==> src/verilog/dmt_pkg.sv <==
// Constants for the rail compensation and mode transition register bank
package dmt_pkg;
   // Register byte addresses
   localparam logic [7:0] RAIL_A_COMP_OFS  = 8'h00;
   localparam logic [7:0] RAIL_B_COMP_OFS  = 8'h01;
   // Reset values, bits 7..0 as printed per rail
   localparam logic [7:0] RAIL_A_COMP_RST  = 8'h0c;
   localparam logic [7:0] RAIL_B_COMP_RST  = 8'h94;
   // Answer to an unmapped read
   localparam logic [7:0] UNMAPPED_RDATA   = 8'h00;
   // Field positions inside each rail register
   localparam int FIXED_LIFT_OFF_BIT       = 7;
   localparam int PULL_SCALE_MSB           = 6;
   localparam int PULL_SCALE_LSB           = 4;
   localparam int EXIT_LIFT_BIT            = 3;
   localparam int FILTER_CLEAR_BIT         = 2;
   localparam int GAIN_DOUBLE_BIT          = 1;
   localparam int RIPPLE_DOUBLE_BIT        = 0;
   // Field widths
   localparam int PULL_SCALE_W             = 3;
   localparam int LIFT_SETTING_W           = 4;
   localparam int GAIN_CODE_W              = 3;
   localparam int RIPPLE_CODE_W            = 3;
   // Pull current in quarters of the lift setting
   localparam int PULL_CURRENT_W           = LIFT_SETTING_W + PULL_SCALE_W;
   localparam int GAIN_EFF_W               = GAIN_CODE_W + 1;
   localparam int RIPPLE_EFF_W             = RIPPLE_CODE_W + 1;
   // Fixed lift level during a downward ramp, in millivolts
   localparam int FIXED_LIFT_MV            = 15;
   // Pull scale code that turns the ramp-down pull off
   localparam logic [2:0] PULL_SCALE_OFF   = 3'h0;
endpackage

==> src/verilog/dmt_rail_if.sv <==
// Per-rail bundle between the register bank and the rail control decoder
`timescale 1ns/1ps
interface dmt_rail_if;
   logic [7:0]                         cfg;
   logic [dmt_pkg::LIFT_SETTING_W-1:0] lift_setting;
   logic [dmt_pkg::GAIN_CODE_W-1:0]    gain_code;
   logic [dmt_pkg::RIPPLE_CODE_W-1:0]  ripple_code;
   logic                               fixed_lift_en;
   logic [dmt_pkg::PULL_SCALE_W-1:0]   pull_scale;
   logic [dmt_pkg::PULL_CURRENT_W-1:0] pull_current;
   logic                               exit_lift;
   logic                               filter_clear;
   logic                               gain_double;
   logic [dmt_pkg::GAIN_EFF_W-1:0]     gain_eff;
   logic                               ripple_double;
   logic [dmt_pkg::RIPPLE_EFF_W-1:0]   ripple_eff;

   // Register side supplies the settings and takes the decoded controls
   modport bank (
      output cfg,
      output lift_setting,
      output gain_code,
      output ripple_code,
      input  fixed_lift_en,
      input  pull_scale,
      input  pull_current,
      input  exit_lift,
      input  filter_clear,
      input  gain_double,
      input  gain_eff,
      input  ripple_double,
      input  ripple_eff
   );
   // Decoder side
   modport rail (
      input  cfg,
      input  lift_setting,
      input  gain_code,
      input  ripple_code,
      output fixed_lift_en,
      output pull_scale,
      output pull_current,
      output exit_lift,
      output filter_clear,
      output gain_double,
      output gain_eff,
      output ripple_double,
      output ripple_eff
   );
endinterface

==> src/verilog/dmt_rail_ctrl.sv <==
// Decoder turning one rail's register byte into registered loop controls
`timescale 1ns/1ps
module dmt_rail_ctrl (
   input  wire logic clk,
   input  wire logic rst_n,
   dmt_rail_if.rail  rif
);
   // Pull current in quarter units: code n means n quarters of the lift
   function automatic logic [dmt_pkg::PULL_CURRENT_W-1:0] pull_quarters(
      input logic [dmt_pkg::PULL_SCALE_W-1:0]   code,
      input logic [dmt_pkg::LIFT_SETTING_W-1:0] lift
   );
      logic [dmt_pkg::PULL_CURRENT_W-1:0] prod;
      prod = dmt_pkg::PULL_CURRENT_W'(lift) * dmt_pkg::PULL_CURRENT_W'(code);
      return prod;
   endfunction

   // Optional doubling of a 3-bit multiplier code
   function automatic logic [3:0] doubled(
      input logic [2:0] code,
      input logic       dbl
   );
      logic [3:0] r;
      r = dbl ? {code, 1'b0} : {1'b0, code};
      return r;
   endfunction

   logic [dmt_pkg::PULL_SCALE_W-1:0] scale;
   assign scale = rif.cfg[dmt_pkg::PULL_SCALE_MSB:dmt_pkg::PULL_SCALE_LSB];

   // Flag outputs; held until the register changes
   always_ff @(posedge clk or negedge rst_n) begin
      if (!rst_n) begin
         rif.fixed_lift_en <= ~dmt_pkg::RAIL_A_COMP_RST[dmt_pkg::FIXED_LIFT_OFF_BIT];
         rif.exit_lift     <= 1'b0;
         rif.filter_clear  <= 1'b0;
         rif.gain_double   <= 1'b0;
         rif.ripple_double <= 1'b0;
      end else begin
         rif.fixed_lift_en <= ~rif.cfg[dmt_pkg::FIXED_LIFT_OFF_BIT];
         rif.exit_lift     <= rif.cfg[dmt_pkg::EXIT_LIFT_BIT];
         rif.filter_clear  <= rif.cfg[dmt_pkg::FILTER_CLEAR_BIT];
         rif.gain_double   <= rif.cfg[dmt_pkg::GAIN_DOUBLE_BIT];
         rif.ripple_double <= rif.cfg[dmt_pkg::RIPPLE_DOUBLE_BIT];
      end
   end

   // Scaled values; zero code gives zero pull, i.e. pull disabled
   always_ff @(posedge clk or negedge rst_n) begin
      if (!rst_n) begin
         rif.pull_scale   <= dmt_pkg::PULL_SCALE_OFF;
         rif.pull_current <= '0;
         rif.gain_eff     <= '0;
         rif.ripple_eff   <= '0;
      end else begin
         rif.pull_scale   <= scale;
         rif.pull_current <= pull_quarters(scale, rif.lift_setting);
         rif.gain_eff     <= doubled(rif.gain_code,
                                     rif.cfg[dmt_pkg::GAIN_DOUBLE_BIT]);
         rif.ripple_eff   <= doubled(rif.ripple_code,
                                     rif.cfg[dmt_pkg::RIPPLE_DOUBLE_BIT]);
      end
   end
endmodule

==> src/verilog/dmt_comp_regs.sv <==
// Rail A and B ramp and mode transition compensation register bank
//
// Operation
// - Bit 7 turns the fixed 15mV lift on a downward ramp off when 1 and on when 0; during reset the lift is on for both rails.
// - Rail A bits 6:4 pick a pull of 0 to 1.75 times its lift setting in quarter steps.
// - Rail B bits 6:4 scale its own lift setting the same way, with code 0 meaning off.
// - Bit 3 set to 1 lifts the voltage ID as the rail leaves the low-power state.
// - Bit 2 set to 1 clears the loop filter as the rail leaves the low-power state.
// - Rail A bit 1 set to 1 doubles rail A's current-sense gain.
// - Rail B bit 1 set to 1 doubles rail B's current-sense gain.
// - Rail A bit 0 set to 1 doubles rail A's ripple compensation multiplier.
// - Rail B bit 0 set to 1 doubles rail B's ripple compensation multiplier.
`timescale 1ns/1ps
module dmt_comp_regs (
   input  wire logic       CLK,
   input  wire logic       RSTN,
   // Byte register port from the serial configuration engine
   input  wire logic       REG_WR_EN,
   input  wire logic       REG_RD_EN,
   input  wire logic [7:0] REG_ADDR,
   input  wire logic [7:0] REG_WDATA,
   output logic      [7:0] REG_RDATA,
   output logic            REG_RD_VALID,
   // Settings held in other registers of the controller
   input  wire logic [3:0] RAIL_A_LIFT_CURRENT_SETTING,
   input  wire logic [2:0] RAIL_A_SENSE_GAIN_CODE,
   input  wire logic [2:0] RAIL_A_RIPPLE_COMP_CODE,
   input  wire logic [3:0] RAIL_B_LIFT_CURRENT_SETTING,
   input  wire logic [2:0] RAIL_B_SENSE_GAIN_CODE,
   input  wire logic [2:0] RAIL_B_RIPPLE_COMP_CODE,
   // Rail A loop controls
   output logic            RAIL_A_RAMP_DOWN_FIXED_LIFT_EN,
   output logic      [2:0] RAIL_A_RAMP_DOWN_PULL_SCALE,
   output logic      [6:0] RAIL_A_RAMP_DOWN_PULL_CURRENT,
   output logic            RAIL_A_LOWPOWER_EXIT_LIFT,
   output logic            RAIL_A_LOWPOWER_EXIT_FILTER_CLEAR,
   output logic            RAIL_A_SENSE_GAIN_DOUBLE,
   output logic      [3:0] RAIL_A_SENSE_GAIN_EFFECTIVE,
   output logic            RAIL_A_RIPPLE_COMP_DOUBLE,
   output logic      [3:0] RAIL_A_RIPPLE_COMP_EFFECTIVE,
   // Rail B loop controls
   output logic            RAIL_B_RAMP_DOWN_FIXED_LIFT_EN,
   output logic      [2:0] RAIL_B_RAMP_DOWN_PULL_SCALE,
   output logic      [6:0] RAIL_B_RAMP_DOWN_PULL_CURRENT,
   output logic            RAIL_B_LOWPOWER_EXIT_LIFT,
   output logic            RAIL_B_LOWPOWER_EXIT_FILTER_CLEAR,
   output logic            RAIL_B_SENSE_GAIN_DOUBLE,
   output logic      [3:0] RAIL_B_SENSE_GAIN_EFFECTIVE,
   output logic            RAIL_B_RIPPLE_COMP_DOUBLE,
   output logic      [3:0] RAIL_B_RIPPLE_COMP_EFFECTIVE
);
   logic [7:0] rail_a_voltage_id_ramp_transition_comp_reg;
   logic [7:0] rail_b_voltage_id_ramp_transition_comp_reg;
   logic [7:0] rdata_next;
   logic       wr_a;
   logic       wr_b;

   dmt_rail_if rail_a_if ();
   dmt_rail_if rail_b_if ();

   // Address decode; any other address is ignored on write
   assign wr_a = REG_WR_EN && (REG_ADDR == dmt_pkg::RAIL_A_COMP_OFS);
   assign wr_b = REG_WR_EN && (REG_ADDR == dmt_pkg::RAIL_B_COMP_OFS);

   // Rail A storage; all eight bits are writable
   always_ff @(posedge CLK or negedge RSTN) begin
      if (!RSTN) begin
         rail_a_voltage_id_ramp_transition_comp_reg <= dmt_pkg::RAIL_A_COMP_RST;
      end else if (wr_a) begin
         rail_a_voltage_id_ramp_transition_comp_reg <= REG_WDATA;
      end
   end

   // Rail B storage
   always_ff @(posedge CLK or negedge RSTN) begin
      if (!RSTN) begin
         rail_b_voltage_id_ramp_transition_comp_reg <= dmt_pkg::RAIL_B_COMP_RST;
      end else if (wr_b) begin
         rail_b_voltage_id_ramp_transition_comp_reg <= REG_WDATA;
      end
   end

   // Read mux; a read in the same cycle as a write sees the old value
   always_comb begin
      rdata_next = dmt_pkg::UNMAPPED_RDATA;
      unique case (REG_ADDR)
         dmt_pkg::RAIL_A_COMP_OFS: rdata_next = rail_a_voltage_id_ramp_transition_comp_reg;
         dmt_pkg::RAIL_B_COMP_OFS: rdata_next = rail_b_voltage_id_ramp_transition_comp_reg;
         default:                  rdata_next = dmt_pkg::UNMAPPED_RDATA;
      endcase
   end

   // Read data held until the next read so a slow serial engine can shift it
   always_ff @(posedge CLK or negedge RSTN) begin
      if (!RSTN) begin
         REG_RDATA <= dmt_pkg::UNMAPPED_RDATA;
      end else if (REG_RD_EN) begin
         REG_RDATA <= rdata_next;
      end
   end

   // One-cycle answer strobe for each read
   always_ff @(posedge CLK or negedge RSTN) begin
      if (!RSTN) begin
         REG_RD_VALID <= 1'b0;
      end else begin
         REG_RD_VALID <= REG_RD_EN;
      end
   end

   // Settings into the rail decoders
   assign rail_a_if.cfg          = rail_a_voltage_id_ramp_transition_comp_reg;
   assign rail_a_if.lift_setting = RAIL_A_LIFT_CURRENT_SETTING;
   assign rail_a_if.gain_code    = RAIL_A_SENSE_GAIN_CODE;
   assign rail_a_if.ripple_code  = RAIL_A_RIPPLE_COMP_CODE;
   assign rail_b_if.cfg          = rail_b_voltage_id_ramp_transition_comp_reg;
   assign rail_b_if.lift_setting = RAIL_B_LIFT_CURRENT_SETTING;
   assign rail_b_if.gain_code    = RAIL_B_SENSE_GAIN_CODE;
   assign rail_b_if.ripple_code  = RAIL_B_RIPPLE_COMP_CODE;

   dmt_rail_ctrl u_rail_a (
      .clk   (CLK),
      .rst_n (RSTN),
      .rif   (rail_a_if.rail)
   );

   dmt_rail_ctrl u_rail_b (
      .clk   (CLK),
      .rst_n (RSTN),
      .rif   (rail_b_if.rail)
   );

   // Rail A controls out of the decoder flops
   assign RAIL_A_RAMP_DOWN_FIXED_LIFT_EN    = rail_a_if.fixed_lift_en;
   assign RAIL_A_RAMP_DOWN_PULL_SCALE       = rail_a_if.pull_scale;
   assign RAIL_A_RAMP_DOWN_PULL_CURRENT     = rail_a_if.pull_current;
   assign RAIL_A_LOWPOWER_EXIT_LIFT         = rail_a_if.exit_lift;
   assign RAIL_A_LOWPOWER_EXIT_FILTER_CLEAR = rail_a_if.filter_clear;
   assign RAIL_A_SENSE_GAIN_DOUBLE          = rail_a_if.gain_double;
   assign RAIL_A_SENSE_GAIN_EFFECTIVE       = rail_a_if.gain_eff;
   assign RAIL_A_RIPPLE_COMP_DOUBLE         = rail_a_if.ripple_double;
   assign RAIL_A_RIPPLE_COMP_EFFECTIVE      = rail_a_if.ripple_eff;

   // Rail B controls out of the decoder flops
   assign RAIL_B_RAMP_DOWN_FIXED_LIFT_EN    = rail_b_if.fixed_lift_en;
   assign RAIL_B_RAMP_DOWN_PULL_SCALE       = rail_b_if.pull_scale;
   assign RAIL_B_RAMP_DOWN_PULL_CURRENT     = rail_b_if.pull_current;
   assign RAIL_B_LOWPOWER_EXIT_LIFT         = rail_b_if.exit_lift;
   assign RAIL_B_LOWPOWER_EXIT_FILTER_CLEAR = rail_b_if.filter_clear;
   assign RAIL_B_SENSE_GAIN_DOUBLE          = rail_b_if.gain_double;
   assign RAIL_B_SENSE_GAIN_EFFECTIVE       = rail_b_if.gain_eff;
   assign RAIL_B_RIPPLE_COMP_DOUBLE         = rail_b_if.ripple_double;
   assign RAIL_B_RIPPLE_COMP_EFFECTIVE      = rail_b_if.ripple_eff;
endmodule

==> config.mk <==
export PLATFORM = sky130hd
export DESIGN_NAME = dmt_comp_regs
export DESIGN_NICKNAME = d
export VERILOG_FILES = /design/src/verilog/dmt_pkg.sv /design/src/verilog/dmt_rail_if.sv /design/src/verilog/dmt_rail_ctrl.sv /design/src/verilog/dmt_comp_regs.sv
export SDC_FILE = /design/constraint.sdc
export NUM_CORES = 1
export LEC_CHECK = 0
export ABC_CLOCK_PERIOD_IN_PS = 3170
export BUFFER_PORTS_ARGS = -buffer_cell sky130_fd_sc_hd__buf_2
export CELL_PAD_IN_SITES_DETAIL_PLACEMENT = 1
export CELL_PAD_IN_SITES_GLOBAL_PLACEMENT = 2
export CORE_MARGIN = 2
export CORE_UTILIZATION = 35
export DETAILED_ROUTE_END_ITERATION = 6
export HOLD_SLACK_MARGIN = 0.15
export PLACE_DENSITY = 0.92
export SETUP_SLACK_MARGIN = 0.4
export SLEW_MARGIN = 0
export SYNTH_ARGS = -nofsm -noshare
export SYNTH_HDL_FRONTEND = slang
export SYNTH_HIERARCHICAL = 1
export SYNTH_SLANG_ARGS = --single-unit
==> constraint.sdc <==
create_clock -name CLK -period 3.17 [get_ports CLK]
set_input_delay 0 -clock CLK [delete_from_list [all_inputs] [get_ports CLK]]
set_output_delay 0 -clock CLK [all_outputs]
set_load 0.02 [all_outputs]
Yosys cells after proc, flatten, opt, wreduce, memory -nomap -nowiden
Cells that the tools add are included.
Storage, ports and cells
  bits in registers: 71
  output and inout bits: 55
Operators by class
  reductions and logical operators: 3
  mux-type cells: 5
  equality and inequality tests: 1
  multiply operators: 2
  bitwise gates (word level): 2
Operators with widths (number)
  4-bit 2-to-1 mux: 4
  8-bit case mux with 2 select lines: 1
  4-bit by 3-bit multiplier with 7-bit output: 2
  8-bit by 1-bit equality test with 1-bit output (second input constant): 1
  8-bit logical NOT: 1
  1-bit logical AND: 2
  1-bit inverter: 2

Depth between registers and ports, before layout
  depth in word-level cells: 2
  depth in mapped cells: 8
  gate-level depth less buffers: 8

Hierarchy
The synthesis kept the hierarchy.
Modules (own cells, without submodules)
  dmt_rail_ctrl: times used 2, cells an instance 65, area an instance 923.4 um2
  dmt_comp_regs: times used 1, cells an instance 81, area an instance 1087.3 um2

Least setup slack after synthesis
No wires, ideal clock.
  path type: register to register
  start: register rail_a_voltage_id_ramp_transition_comp_reg[6], in the netlist rail_a_if.cfg[6]
  end: register u_rail_a.rif.pull_current[6]
  required time: 3.104 ns
  slack: 1.201 ns
  period minus slack after synthesis: 1.969 ns
  cell stages (with the launch flop): 9
  data arrival time: 1.903 ns
  cells stage by stage: dfrtp_1 and2_1 fa_1 ha_1 inv_1 fa_1 nor2b_1 o21ai_0 nand2b_1
On the way
  longest elaborated chain between the ends: 1
RTL lines
  start, declared: line dmt_comp_regs.sv:52  | logic [7:0] rail_a_voltage_id_ramp_transition_comp_reg;
  start signal, assigned: line dmt_comp_regs.sv:68  | rail_a_voltage_id_ramp_transition_comp_reg <= dmt_pkg::RAIL_A_COMP_RST;
  4-bit by 3-bit multiplier with 7-bit output: line dmt_rail_ctrl.sv:14  | prod = dmt_pkg::PULL_CURRENT_W'(lift) * dmt_pkg::PULL_CURRENT_W'(code);
  end signal, assigned: line dmt_rail_ctrl.sv:57  | rif.pull_current <= pull_quarters(scale, rif.lift_setting);
  end, declared: line dmt_rail_if.sv:42  | output pull_current,
Every way passes these cells.
A chain may end at the register's enable or synchronous reset.

Final worst setup path
  start: register rail_b_voltage_id_ramp_transition_comp_reg[6], in the netlist rail_b_if.cfg[6]
  end: register u_rail_b.rif.pull_current[6]
On the way
  longest elaborated chain between the ends: 1
RTL lines
  start, declared: line dmt_comp_regs.sv:53  | logic [7:0] rail_b_voltage_id_ramp_transition_comp_reg;
  start signal, assigned: line dmt_comp_regs.sv:77  | rail_b_voltage_id_ramp_transition_comp_reg <= dmt_pkg::RAIL_B_COMP_RST;
  4-bit by 3-bit multiplier with 7-bit output: line dmt_rail_ctrl.sv:14
  end signal, assigned: line dmt_rail_ctrl.sv:57
  end, declared: line dmt_rail_if.sv:42
Every way passes these cells.

==> impl_metrics.csv <==
group,metric,value,unit
outcome,status,"finished, final reports clean",
placed_design,dp.final_hpwl,4920,microns
clock_tree,clkTransAtPathRegs,80,ps
critical_path,critPathMostFrequentCell,"fa_1",
clock_tree,clk_latency,350,ps
die,initial_utilization,35.9,%
logic_synthesis,yosysWarnings,6,
sta,rsz0062_at_grt,"no",
power_and_ir_drop,comb_power_share,10.4,%
logic_synthesis,synth_enable_flop_cells,0,
global_routing,grt_pass1_vias,2246,
global_routing,grt_max_degree,41,
routing,drt_first_pass_iters,4,
logic_synthesis,syn_nets,269,
logic_synthesis,ys_seq_elements,71,
clock_tree,cts_root_buf,"clkbuf_8",
power_and_ir_drop,p_clk_share,40.8,%
final_layout,antenna_cells,0,
placed_design,place_ws,992,ps
critical_path,arrival,2520,ps
clock_tree,htree_levels,3,
flow_run,maxCapViolations,0,
logic_synthesis,yosysTopAreaCell,"dfrtp_1",
critical_path,start_kind,"flop",
die,die_w,95.6,microns
routing,drc,0,
clock_tree,cts_buffers,9,
logic_synthesis,synth.distinct_cells,22,
placed_design,gp_congestion,0.769,
clock_tree,clock_path_buffers,2,
final_layout,nets,400,
sta,fmax,446,MHz
logic_synthesis,syn-cell-area,2930,sq um
logic_synthesis,synth_ff_type,"dfrtp_1",
die,core,8180,sq um
final_layout,fillers,907,
sta,setup_violations,0,
routing,viasPerCell,4.57,
sta,setup_tns,0,ps
worst_hold_path,hold_class,"in -> reg",
critical_path,path_cells,"and2_1 > fa_1 > ha_1 > inv_1 > fa_1 > nor2b_1 > o21ai_0 > nand2b_1",
global_routing,antenna_found_initial,0,
routing,drt_iter0_drc,61,
die,pin_count,95,
critical_path,cp_top_family,"adder cells",
power_and_ir_drop,switching_share,24.9,%
logic_synthesis,synth.avg_cell_area,13.9,sq um
sta,worst_slack,927,ps
die,rows,33,
power_and_ir_drop,intPower,1.49,mW
logic_synthesis,ys_seq_area_share,60.9,%
sta,slew_viol_final,0,
final_layout,drive_gt1_share,44.7,%
power_and_ir_drop,p_sw,0.495,mW
sta,clock-skew-final,8.24,ps
critical_path,endpoint_kind,"flop",
die,die_h,95.6,microns
routing,routed_wl,6970,microns
routing,via_count,2064,
sta,layout_min_cycle_time,2240,ps
final_layout,multi_input_area,1060,sq um
critical_path,path_buf_inv,1,
routing,avgRoutedWirePerCell,15.4,microns
sta,hold_violations,0,
sta,slew_headroom,52.7,%
clock_tree,cts_tree,"done",
logic_synthesis,synth_area_leaders,"dfrtp_1 55%, mux2_2 12%, dfstp_2 6.3%, ha_1 5.1%, and2_1 4.7%",
global_routing,grt_first_pass_wirelength,10800,microns
clock_tree,cts_resized,0,
critical_path,max_stage_delay,570,ps
final_layout,ff_latch_area,1790,sq um
critical_path,worstPathMaxFanout,7,
logic_synthesis,syn_inst,211,
power_and_ir_drop,peakVddDrop,0.211,mV
critical_path,cp.required,3450,ps
logic_synthesis,async_flop_share,100,%
clock_tree,clock_sinks,71,
power_and_ir_drop,p_seq_share,48.7,%
placed_design,io_buffers,94,
final_layout,utilization,49.3,%
critical_path,critPathKind,"reg -> reg",
sta,period_share,70.8,%
clock_tree,hold_buffers,28,
final_layout,area_growth,37.4,%
logic_synthesis,synth_top_area_share,54.6,%
routing,ant_nets,0,
power_and_ir_drop,powerDensity,492,nW/um^2
die,dieArea,9130,sq um
clock_tree,cts_setup_buffers,0,
power_and_ir_drop,p_leak,2.16,nW
sta,worst_slew_pin_slew,710,ps
critical_path,cpMaxStageDelayCell,"fa_1",
global_routing,grt.overflow.total,0,
global_routing,grt_usage,16.3,%
-- power groups by stage --
stage | combinational (mW) | sequential (mW) | clock (mW)
2_1_floorplan | 0.0548 | 1.02 | 0
3_3_place_gp | 0.177 | 0.981 | 0
3_5_place_dp | 0.182 | 0.985 | 0
4_1_cts | 0.210 | 0.967 | 0.833
5_1_grt | 0.227 | 0.972 | 0.872
6_report | 0.207 | 0.967 | 0.810
-- cell families (layout without fill, tap and decap cells) --
kind of cell             after synthesis  in the layout  synth area share, %
flip-flops                            71             71                 60.9
AO/OA/AOI/OAI                         14             14                 3.16
AND/OR/NAND/NOR                       49             49                 10.3
XOR/XNOR                               4              4                 1.19
adder cells (fa/ha/maj)               18             18                 9.21
multiplexers                          32             32                 12.3
buffers and inverters                 23            159                 2.98
-- through the flow --
stage	total power [mW]	instances	hold slack (ps)	instance area, sq um
finish	1.98	452	177	4030
global route	2.07	452	187	4030
CTS	2.01	452	159	4030
detailed placement	1.17	408	85.9	3530
global placement	1.16	408	74.3	3530
floorplan	1.07	211	-296	2930
-- cells in the final DEF, fill, tap and decap left out, drive strengths merged, types with 7 or more instances in the layout --
cell type and n:
clkbuf 10, o22ai 8, nand2 15, dfrtp 64, buf 95, inv 21
dfstp 7, mux2 32, dlygate4sd3 28, ha 12, and2 22
-- synthesized netlist by cell type (4+ instances only) --
master	number
dfrtp_1	64
mux2_2	32
and2_1	22
inv_1	20
nand2_1	15
ha_1	12
o22ai_1	8
dfstp_2	7
fa_1	6
nor2b_1	6
xnor2_1	4
-- state kept, by name (all words and copies together), names as in the netlist, 7 cells and up --
| signal | count |
|---|---|
| u_rail_a/rif.pull_current | 7 |
| rail_b_if.cfg | 8 |
| rail_a_if.cfg | 8 |
| u_rail_b/rif.pull_current | 7 |
| REG_RDATA | 8 |
-- worst reg2reg max path, cell delays in order (launching register included) --
cell	delay (ps)
dfrtp_1	450
and2_1	200
fa_1	570
ha_1	210
inv_1	70
fa_1	400
nor2b_1	130
o21ai_0	90
nand2b_1	90
-- metal layers --
layer | up-vias | share of wire, % | track usage (%)
met5 | - | 0 | 0
met1 | 1033 | 40 | 19.1
met3 | 16 | 4.1 | 3.24
met4 | 0 | 2.7 | 8.57
met2 | 60 | 53 | 28.1
li1 | 955 | - | -
-- final cells by class --
type                    instances  area share, %
clock buffers                  10           3.16
multi-input cells             117           26.3
inverters                      20           1.86
repair buffers                123           18.8
flip-flops and latches         71           44.3
well taps                     105           3.26
clock inverters                 6           2.33
-- path summary, 6_finish.rpt --
check / depth (start not counted) / slack (ps) / to / from
worst max-delay path: 8 / 930 / u_rail_b/rif.pull_current[6] / rail_b_if.cfg[6]
worst min-delay path: 4 / 180 / u_rail_b/rif.pull_current[6] / RAIL_B_LIFT_CURRENT_SETTING[3]
worst max register to register: 8 / 930 / u_rail_b/rif.pull_current[6] / rail_b_if.cfg[6]
worst min register to register: 0 / 400 / u_rail_b/rif.exit_lift / rail_b_if.cfg[3]
max in group asynchronous: 3 / 1930 / rail_b_if.cfg[4] / RSTN
min in group asynchronous: 2 / 240 / u_rail_a/rif.gain_eff[1] / RSTN
Note: power is estimated with default switching activity, not from simulation.
